**src/hdl/scd_pkg.sv**
```systemverilog
// Shared constants for the serial clock, data and timing port
package scd_pkg;
  // ==========================================================
  // Register map
  localparam logic [7:0] SCD_ADDR_DIVIDER = 8'ha2;
  localparam logic [7:0] SCD_ADDR_DATA = 8'ha3;
  localparam logic [7:0] SCD_DIVIDER_RESET = 8'h00;
  localparam logic [7:0] SCD_DATA_RESET = 8'h00;
  // ==========================================================
  // Frame and timing
  localparam int SCD_BITS = 8;
  localparam logic [2:0] SCD_LAST_BIT = 3'h7;
  localparam int SYS_PERIOD_NS = 50;
  // Slave select fall to output valid, longest time
  localparam int SLV_OUT_VALID_NS = 200;
  localparam int SLV_OUT_VALID_CYC =
    (SLV_OUT_VALID_NS / SYS_PERIOD_NS) < 1 ? 1 : SLV_OUT_VALID_NS / SYS_PERIOD_NS;
  // Last edge to output change with phase 1, least time
  localparam int SLV_LAST_HOLD_NS = 300;
  localparam int SLV_LAST_HOLD_CYC = (SLV_LAST_HOLD_NS + SYS_PERIOD_NS - 1) / SYS_PERIOD_NS;
  localparam logic [3:0] SLV_LAST_HOLD_CNT = 4'(SLV_LAST_HOLD_CYC);
  // Two-entry buffer depth
  localparam int SCD_BUF_DEPTH = 2;
endpackage : scd_pkg

```
**src/hdl/scd_buf.sv**
```systemverilog
// Two-entry byte buffer with valid and ready on both sides
`timescale 1ns/1ps
module scd_buf
  import scd_pkg::*;
(
  input wire logic ref_clk, // System clock
  input wire logic srst, // Sync reset
  input wire logic in_valid, // Byte offered
  output logic in_ready, // Room available
  input wire logic [7:0] in_data, // Byte in
  output logic out_valid, // Byte waiting
  input wire logic out_ready, // Drain accepts
  output logic [7:0] out_data // Oldest byte
);
  // ==========================================================
  // Storage
  logic [7:0] mem_q [SCD_BUF_DEPTH];
  logic [7:0] mem_d [SCD_BUF_DEPTH];
  logic wr_q, wr_d, rd_q, rd_d;
  logic [1:0] cnt_q, cnt_d;
  logic push, pop;

  // Honest full and empty flags
  assign in_ready = (cnt_q != 2'h2);
  assign out_valid = (cnt_q != 2'h0);
  assign out_data = mem_q[rd_q];
  assign push = in_valid && in_ready;
  assign pop = out_valid && out_ready;

  // Next pointers and contents
  always_comb begin
    mem_d = mem_q;
    wr_d = wr_q;
    rd_d = rd_q;
    cnt_d = cnt_q;
    if (push) begin
      mem_d[wr_q] = in_data;
      wr_d = ~wr_q;
    end
    if (pop) begin
      rd_d = ~rd_q;
    end
    if (push && !pop) begin
      cnt_d = cnt_q + 2'h1;
    end else if (pop && !push) begin
      cnt_d = cnt_q - 2'h1;
    end
  end

  // Register state
  always_ff @(posedge ref_clk) begin
    if (srst) begin
      mem_q <= '{default: 8'h00};
      wr_q <= 1'b0;
      rd_q <= 1'b0;
      cnt_q <= 2'h0;
    end else begin
      mem_q <= mem_d;
      wr_q <= wr_d;
      rd_q <= rd_d;
      cnt_q <= cnt_d;
    end
  end
endmodule : scd_buf

```
**src/hdl/scd_port.sv**
```systemverilog
// Serial port: clock rate, data buffer access and link timing
`timescale 1ns/1ps
// Notes on behaviour
// - Master clock is system clock over twice the sum of divider and one.
// - Divider only shapes the clock in master mode.
// - Data write loads transmit buffer and starts a master transfer.
// - Data read returns receive buffer contents.
// - Polarity one inverts the serial clock waveform.
// - Slave drives output within four periods of select fall, releases within four.
// - Slave updates output within four periods of shift edge.
// - With phase one, slave output holds at least six periods after last edge.
// - Slave samples mid-bit; master samples one period before bit end.
// - Completion flag sets at transfer end and stays until cleared.
// - Data write during transfer sets sticky collision flag.
module scd_port
  import scd_pkg::*;
(
  input wire logic ref_clk, // System clock
  input wire logic srst, // Sync reset, active high
  input wire logic [7:0] reg_addr, // Register address
  input wire logic reg_wr, // Write strobe
  input wire logic reg_rd, // Read strobe
  input wire logic [7:0] reg_wdata, // Write data
  output logic [7:0] reg_rdata, // Read data
  input wire logic port_enable, // Port enabled
  input wire logic master_mode, // 1 master, 0 slave
  input wire logic clock_polarity_select, // Idle clock level
  input wire logic clock_phase_select, // Second-edge sampling
  input wire logic transfer_complete_clr, // Clear completion flag
  input wire logic write_collision_clr, // Clear collision flag
  output logic transfer_complete_flag, // Sticky completion
  output logic write_collision_flag, // Sticky collision
  output logic busy, // Transfer in progress
  output logic sck_o, // Serial clock out
  output logic sck_oe, // Serial clock drive
  input wire logic sck_i, // Serial clock in
  output logic mosi_o, // Master data out
  output logic mosi_oe, // Master data drive
  input wire logic mosi_i, // Slave data in
  output logic miso_o, // Slave data out
  output logic miso_oe, // Slave data drive
  input wire logic miso_i, // Master data in
  input wire logic slave_select_line_n // Slave select, low active
);
  // ==========================================================
  // States
  typedef enum logic [1:0] {
    ST_IDLE = 2'b00,
    ST_RUN = 2'b01,
    ST_TAIL = 2'b10
  } scd_state_type;

  function automatic logic addr_hit(input logic [7:0] a, input logic [7:0] r);
    addr_hit = (a == r);
  endfunction : addr_hit

  scd_state_type st_q, st_d;
  logic [7:0] div_q, div_d, rx_q, rx_d, sh_q, sh_d;
  logic [2:0] bit_q, bit_d;
  logic [3:0] tail_q, tail_d;
  logic phase_q, phase_d, mout_q, mout_d, soe_q, soe_d;
  logic tc_q, tc_d, wc_q, wc_d, lead_q, lead_d;
  logic [1:0] sck_s_q, ss_s_q;
  logic sck_p_q, sck_p_d, ss_p_q;
  logic wr_data, wr_div, half_tick, done;
  logic tx_valid, tx_ready, pop_tx;
  logic [7:0] tx_byte;
  logic sck_rise, sck_fall, lead_edge, trail_edge, sel;
  logic samp_edge, shift_edge;

  // ==========================================================
  // Register decode
  assign wr_data = reg_wr && addr_hit(reg_addr, SCD_ADDR_DATA);
  assign wr_div = reg_wr && addr_hit(reg_addr, SCD_ADDR_DIVIDER);

  // data read shows receive buffer; unmapped read as zero
  always_comb begin
    reg_rdata = 8'h00;
    if (reg_rd && addr_hit(reg_addr, SCD_ADDR_DIVIDER)) begin
      reg_rdata = div_q;
    end else if (reg_rd && addr_hit(reg_addr, SCD_ADDR_DATA)) begin
      reg_rdata = rx_q;
    end
  end

  // write loads transmit buffer; stall refuses the byte
  scd_buf u_txbuf (
    .ref_clk(ref_clk),
    .srst(srst),
    .in_valid(wr_data && port_enable && !busy),
    .in_ready(tx_ready),
    .in_data(reg_wdata),
    .out_valid(tx_valid),
    .out_ready(pop_tx),
    .out_data(tx_byte)
  );

  // divider only runs the clock as master
  scd_rate u_rate (
    .ref_clk(ref_clk),
    .srst(srst),
    .run(master_mode && st_q == ST_RUN),
    .clock_divider_value(div_q),
    .half_tick(half_tick)
  );

  // ==========================================================
  // Slave-side two-stage samplers; only stage two is read
  always_ff @(posedge ref_clk) begin
    if (srst) begin
      sck_s_q <= 2'b00;
      ss_s_q <= 2'b11;
      ss_p_q <= 1'b1;
    end else begin
      sck_s_q <= {sck_s_q[0], sck_i};
      ss_s_q <= {ss_s_q[0], slave_select_line_n};
      ss_p_q <= ss_s_q[1];
    end
  end

  // polarity one inverts clock for edge decoding
  assign sck_p_d = sck_s_q[1] ^ clock_polarity_select;
  assign sck_rise = sck_p_d && !sck_p_q;
  assign sck_fall = !sck_p_d && sck_p_q;
  assign sel = !ss_s_q[1];
  assign lead_edge = master_mode ? (half_tick && !phase_q) : (sel && sck_rise);
  assign trail_edge = master_mode ? (half_tick && phase_q) : (sel && sck_fall);
  // sample on first edge for phase 0, second for phase 1
  assign samp_edge = clock_phase_select ? trail_edge : lead_edge;
  assign shift_edge = clock_phase_select ? lead_edge : trail_edge;
  // Slave loads only on a fresh select fall, so a lingering select after a frame keeps the next byte
  assign pop_tx = (st_q == ST_IDLE) && tx_valid && port_enable
    && (master_mode || (sel && ss_p_q));
  assign done = (st_q == ST_RUN) && samp_edge == 1'b0 && shift_edge
    && (bit_q == SCD_LAST_BIT) && !clock_phase_select
    || (st_q == ST_RUN) && samp_edge && (bit_q == SCD_LAST_BIT) && clock_phase_select;
  assign busy = (st_q != ST_IDLE);

  // ==========================================================
  // Transfer engine next state
  always_comb begin
    st_d = st_q;
    div_d = wr_div ? reg_wdata : div_q;
    rx_d = rx_q;
    sh_d = sh_q;
    bit_d = bit_q;
    tail_d = tail_q;
    phase_d = phase_q;
    mout_d = mout_q;
    lead_d = lead_q;
    soe_d = sel && !master_mode && port_enable;
    // write during transfer; set wins over clear
    wc_d = (wr_data && busy) ? 1'b1 : (write_collision_clr ? 1'b0 : wc_q);
    // sticky completion; set wins over clear
    tc_d = (st_q == ST_TAIL && tail_q == 4'h0) ? 1'b1
      : (transfer_complete_clr ? 1'b0 : tc_q);
    case (st_q)
      ST_IDLE: begin
        phase_d = 1'b0;
        if (pop_tx) begin
          st_d = ST_RUN;
          sh_d = tx_byte;
          bit_d = 3'h0;
          mout_d = tx_byte[7];
          lead_d = 1'b0;
        end
      end
      ST_RUN: begin
        if (master_mode && half_tick) begin
          // each half lasts divider plus one periods
          phase_d = ~phase_q;
        end
        if (samp_edge) begin
          // master samples at tick, one period before bit end
          sh_d = {sh_q[6:0], master_mode ? miso_i : mosi_i};
          lead_d = 1'b1;
        end
        if (shift_edge && (lead_q || samp_edge)) begin
          // output follows shift edge within three periods
          mout_d = sh_d[7];
          bit_d = bit_q + 3'h1;
        end
        if (done) begin
          rx_d = sh_d;
          st_d = ST_TAIL;
          // phase one slave holds six periods after last edge
          tail_d = (clock_phase_select && !master_mode) ? SLV_LAST_HOLD_CNT : 4'h0;
        end
        if (!master_mode && !sel) begin
          st_d = ST_IDLE;
        end
      end
      ST_TAIL: begin
        if (tail_q != 4'h0) begin
          tail_d = tail_q - 4'h1;
        end else begin
          st_d = ST_IDLE;
          phase_d = 1'b0;
        end
      end
      default: begin
        st_d = ST_IDLE;
      end
    endcase
  end

  // Register engine state
  always_ff @(posedge ref_clk) begin
    if (srst) begin
      st_q <= ST_IDLE;
      div_q <= SCD_DIVIDER_RESET;
      rx_q <= SCD_DATA_RESET;
      sh_q <= 8'h00;
      bit_q <= 3'h0;
      tail_q <= 4'h0;
      phase_q <= 1'b0;
      mout_q <= 1'b0;
      lead_q <= 1'b0;
      soe_q <= 1'b0;
      tc_q <= 1'b0;
      wc_q <= 1'b0;
      sck_p_q <= 1'b0;
    end else begin
      st_q <= st_d;
      div_q <= div_d;
      rx_q <= rx_d;
      sh_q <= sh_d;
      bit_q <= bit_d;
      tail_q <= tail_d;
      phase_q <= phase_d;
      mout_q <= mout_d;
      lead_q <= lead_d;
      soe_q <= soe_d;
      tc_q <= tc_d;
      wc_q <= wc_d;
      sck_p_q <= sck_p_d;
    end
  end

  // ==========================================================
  // Pins
  // master clock idles at polarity level
  assign sck_o = phase_q ^ clock_polarity_select;
  assign sck_oe = master_mode && port_enable;
  assign mosi_o = mout_q;
  assign mosi_oe = master_mode && port_enable;
  // slave drive follows select within four periods
  assign miso_o = mout_q;
  assign miso_oe = soe_q;
  assign transfer_complete_flag = tc_q;
  assign write_collision_flag = wc_q;
endmodule : scd_port

```
**src/hdl/scd_rate.sv**
```systemverilog
// Master serial clock rate generator
`timescale 1ns/1ps
module scd_rate
  import scd_pkg::*;
(
  input wire logic ref_clk, // System clock
  input wire logic srst, // Sync reset
  input wire logic run, // Count while high
  input wire logic [7:0] clock_divider_value, // Half period minus one
  output logic half_tick // Pulse each half period
);
  // ==========================================================
  // Half-period counter
  logic [7:0] cnt_q, cnt_d;

  // divide by twice the sum of value and one
  always_comb begin
    cnt_d = cnt_q;
    half_tick = 1'b0;
    if (!run) begin
      cnt_d = 8'h00;
    end else if (cnt_q >= clock_divider_value) begin
      cnt_d = 8'h00;
      half_tick = 1'b1;
    end else begin
      cnt_d = cnt_q + 8'h01;
    end
  end

  // Register count
  always_ff @(posedge ref_clk) begin
    if (srst) begin
      cnt_q <= 8'h00;
    end else begin
      cnt_q <= cnt_d;
    end
  end
endmodule : scd_rate

```
**config.mk**
```make
export PLATFORM = sky130hd
export DESIGN_NAME = scd_port
export DESIGN_NICKNAME = d
export VERILOG_FILES = /design/src/hdl/scd_pkg.sv /design/src/hdl/scd_buf.sv /design/src/hdl/scd_port.sv /design/src/hdl/scd_rate.sv
export SDC_FILE = /design/constraint.sdc
export NUM_CORES = 1
export LEC_CHECK = 0
export ABC_AREA = 1
export BUFFER_PORTS_ARGS = -buffer_cell sky130_fd_sc_hd__buf_2
export CORE_ASPECT_RATIO = 1.1
export CORE_MARGIN = 4
export CORE_UTILIZATION = 35
export CTS_CLUSTER_DIAMETER = 150
export CTS_CLUSTER_SIZE = 14
export DETAILED_ROUTE_END_ITERATION = 8
export HOLD_SLACK_MARGIN = 0.06
export RECOVER_POWER = 100
export SKIP_LAST_GASP = 1
export SYNTH_ARGS = -nofsm -noshare
export SYNTH_HDL_FRONTEND = slang
export SYNTH_SLANG_ARGS = --single-unit
```
**constraint.sdc**
```tcl
create_clock -name ref_clk -period 3.6 [get_ports ref_clk]
set_input_delay 0.36 -clock ref_clk [delete_from_list [all_inputs] [get_ports ref_clk]]
set_output_delay 0.36 -clock ref_clk [all_outputs]
set_load 0.05 [all_outputs]
```
After elaboration in Yosys (flattened, before gate mapping). Index checks and enable logic that the tools add are counted.

Register bits: 73. Bits of input ports: 30.

Mux-type cells: 45. Equal/unequal tests: 14. Bitwise operators: 9. Add/sub/neg operators: 5. Reductions and logical operators: 69. Order comparisons: 4.

Operator list (number): $mux W8 (8); $logic_and A1 B1 Y1 (38); $mux W1 (17); $bwmux W16 (1); $eq A8 B8 Y1 const B (2); $pmux W8 S2 (1); $reduce_and A3 Y1 (5); $reduce_bool A2 Y1 (7); $mux W2 (6); $logic_not A1 Y1 (9); $mux W3 (3); $add A8 B1 Y8 const B (1); $demux W8 S1 (1); $ge A8 B8 Y1 (1); $mux W4 (2); $ne A2 B1 Y1 const B (4); $ne A2 B2 Y1 const B (4); $pmux W4 S2 (1); $pmux W2 S3 (1); $pmux W3 S2 (1); $not A1 Y1 (5); $ge A2 B2 Y1 const B (2); $logic_not A4 Y1 (1); $not A1 Y2 (2); other kinds (18) (23).

Depth between registers and ports, before layout.
Word-level depth: 15. Mapped depth: 17. Depth with buffers taken out: 17.

By module. A second synthesis with hierarchy kept.

Cell total of the unflattened synthesis: 571. Area total of the unflattened synthesis: 3976.3 µm².

Modules (own cells, without submodules): scd_port (area an instance 2422.3 µm², instances 1, cells an instance 342); scd_buf (area an instance 979.7 µm², instances 1, cells an instance 151); scd_rate (area an instance 574.3 µm², instances 1, cells an instance 78).

Worst setup path before layout. Ideal clock, no wire load.

Kind: input port to output port. Start point: input reg_addr[6]. End point: output reg_rdata[0]. Path buffers: 0. Stages on the path: 4. Setup slack: 1064 ps. Data arrival time: 2176 ps. Cells stage by stage: nand3b_1 -> nor3_2 -> nand4_1 -> o32ai_1.

Word-level cells in the longest chain between the ends: 4.

Ends and longest elaborated chain: from (decl) (RTL line scd_port.sv:20) `input wire logic [7:0] reg_addr,`; $eq A8 B8 Y1 (RTL line scd_port.sv:54) `addr_hit = (a == r);`; $logic_and A1 B1 Y1 (RTL line scd_port.sv:81) `end else if (reg_rd && addr_hit(reg_addr, SCD_ADDR_DATA)) begin`; $mux W8 (RTL line scd_port.sv:81); $mux W8 (*) (RTL line scd_port.sv:79) `if (reg_rd && addr_hit(reg_addr, SCD_ADDR_DIVIDER)) begin`; to (decl) (RTL line scd_port.sv:24) `output logic [7:0] reg_rdata,`.

Mark *: on every way between the ends. The rest lies on a longest branch, timed or not.

Worst setup path after layout.
Start point: input srst. End point: register u_rate.cnt_q[3].

Word-level cells in the longest chain between the ends: 1.

Ends and longest elaborated chain: from (decl) (RTL line scd_port.sv:19) `input wire logic srst,`; $reduce_or A3 Y1 (no line); to (signal assigned) (RTL line scd_rate.sv:35) `cnt_q <= cnt_d;`; to (decl) (RTL line scd_rate.sv:14) `logic [7:0] cnt_q, cnt_d;`.

No other way between the ends. A chain may end at the register's enable or synchronous reset.

==> metrics.md <==
| Metric | Value |
|---|---|
| Status | complete, no violations |
| Crit Path Class | in -> reg |
| Most common cell after layout, fill and taps aside | inv_1 |
| Final slew viol count | 0 |
| Tightest Pin Transition | 1390 ps |
| Wire per inst | 13.2 µm |
| RSZ-0062 raised after global routing | false |
| Cells on worst reg2reg path | 15 |
| Met2 wire len | 3980 µm |
| Layout cell share with drive strength beyond 1 | 10.9% |
| Startpoint types | input port |
| Routed vias | 3214 |
| CTS root buffer | clkbuf_8 |
| Core Area | 0.00989 mm² |
| Fin Setup TNS | 0 ps |
| Crit share post-route | 72.5% |
| Postcts setup bufs | 0 |
| Row count | 38 |
| Fin nets | 568 |
| GPL Wtd Cong | 0.859 |
| CTS Buffer Depth | 2 |
| Inserted Clock Buffers | 9 |
| CTS tree | yes |
| Clock Latency Late Sink | 350 ps |
| Max Cap Viol | 0 |
| Final Hold Viols | 0 |
| Final setup vio count | 0 |
| Reg area | 0.00146 mm² |
| Post-synth cell types | 38 |
| WL met3 | 394 µm |
| Syn Area/Cell | 7.38 µm² |
| Boundary pin count | 47 |
| CP max-delay cell | clkbuf_1 |
| Critical path arrival | 2830 ps |
| Crit path max fanout | 32 |
| Post-CTS sizing | 0 |
| Gate Count Post-Synth | 483 |
| Util after Layout | 41.2% |
| Max Clk Rate | 383 MHz |
| Most frequent cells in the layout | 81 x inv_1, 73 x dfxtp_1, 65 x nand2_1 |
| Clk pin slew, worst setup/hold paths | 80 ps |
| CP endpoint kind | register |
| Die area | 0.0119 mm² |
| Vias per cell | 4.94 |
| Peak supply drop | 225 µV |
| Layout area overhead | 14.2% |
| IO buf count | 46 |
| PwrDens | 400 mW/mm² |
| Gr usage total | 15.2% |
| Flops & latches, synth | 73 |
| Synth warn | 0 |
| Clk_skew | 7.63 ps |
| ANT nets after route | 0 |
| Clock sinks | 73 |
| Routed WL | 8570 µm |
| Hold Path Depth | 2 |
| Worst-path cell chain | clkbuf_1, inv_1, nand4_1, a21oi_1 |
| Hold Path Class | in -> reg |
| Sequential area share after synthesis | 41.0% |
| Drt first pass iters | 4 |
| Max layer used | met4 |
| Initial core utilization | 36.0% |
| Vias in the first global route | 3154 |
| Routed met1 length | 4010 µm |
| H-tree depth | 3 |
| Crit-path max cell delay | 990 ps |
| Final min period | 2610 ps |
| First-pass GRT wire length | 14700 µm |
| Die Width | 104 µm |
| Initial antenna violation count | 0 |
| Largest net degree at the start of global routing | 33 |
| Drt drc | 0 |
| Max transition margin | 7.41% |
| Grt total ovfl | 0 |
| Multi-input logic area | 0.00171 mm² |
| ANT cells | 0 |
| Die Ht | 114 µm |
| Cell area after synthesis | 0.00356 mm² |
| Critical Path RT | 3820 ps |
| Leakage | 1.74 nW |
| DRT iter0 DRCs | 216 |
| Hold bufs inserted after CTS | 0 |
| Fill count | 1051 |
| Mapped Nets | 526 |
| Post-detail-place hpwl | 6530 µm |
[critical path, delay by kind of cell]
kind	cells	cell delay, ps
buf+inv	2	1820
compound gates	1	80
simple gates	1	560
[metrics by stage]
stage | setup WS (ps) | hold WS, ps | std cells | total power [mW] | cell area [µm²]
2_1_floorplan | 1060 | 388 | 483 | 0.882 | 3560
3_3_place_gp | 1330 | 392 | 634 | 0.916 | 3870
3_5_place_dp | 1290 | 397 | 634 | 0.916 | 3870
4_1_cts | 1290 | 181 | 650 | 1.65 | 4100
5_1_grt | 639 | 185 | 650 | 1.69 | 4070
6_report | 989 | 194 | 650 | 1.63 | 4070
[per-layer routing]
metal,up-vias,track usage (%)
li1,1673,-
met1,1462,19.1
met3,17,3.23
met5,-,0
met4,0,6.47
met2,62,25.5
[area by class of cell]
| cell class | instances | area share (%) |
|---|---|---|
| inverters | 84 | 7.78 |
| well taps | 120 | 3.69 |
| clock buffers | 12 | 3.81 |
| multi-input cells | 311 | 41.9 |
| flip-flops and latches | 73 | 35.9 |
| repair buffers | 46 | 5.10 |
| clock inverters | 4 | 1.84 |
[sequential cells by signal (all words and copies together), names as in the netlist, 2 cells and up]
name           cells
u_txbuf.mem_q     16
rx_q               8
sck_s_q            2
u_rate.cnt_q       8
tail_q             4
sh_q               8
div_q              8
bit_q              3
ss_s_q             2
st_q               2
u_txbuf.cnt_q      2
[Yosys cell counts (all sizes together)]
cell type,instances,area [µm²]
o211a,1,10.0
nand3,37,200
a211oi,8,65.1
nor3b,2,26.3
nor3,3,31.3
nand2,66,253
xnor2,2,17.5
clkinv,3,12.5
nand3b,3,22.5
o32ai,12,105
o21a,2,15.0
nor2,56,215
or2,4,27.5
nor4,2,27.5
nand4,3,18.8
o21ai,45,225
a21oi,40,200
dfxtp,73,1460
inv,81,304
buf,5,36.3
xor2,5,43.8
o211ai,2,15.0
o22ai,5,31.3
ha,13,163
clkbuf,10,37.5
[path summary, 6_finish.rpt]
kind	from	to	slack, ps
worst min register to register	sck_s_q[0]	sck_s_q[1]	410
worst max-delay path	srst	u_rate.cnt_q[3]	990
worst max register to register	div_q[3]	rx_q[3]	1230
worst min-delay path	slave_select_line_n	ss_s_q[0]	190
[where the power goes]
part	total [mW]	internal (mW)	switching [mW]
sequential	0.813	0.811	0.00170
combinational	0.0827	0.0256	0.0570
clock	0.735	0.428	0.307
total	1.63	1.26	0.365
[kinds of logic after synthesis]
kind of cell    after synthesis  share of synthesized area [%]
xor+xnor                      7                           1.72
flops                        73                           41.0
compound gates              115                           18.7
simple gates                176                           23.1
buf+inv                      99                           11.0
fa+ha+maj                    13                           4.56
Note: power is estimated with default switching activity, not from simulation.
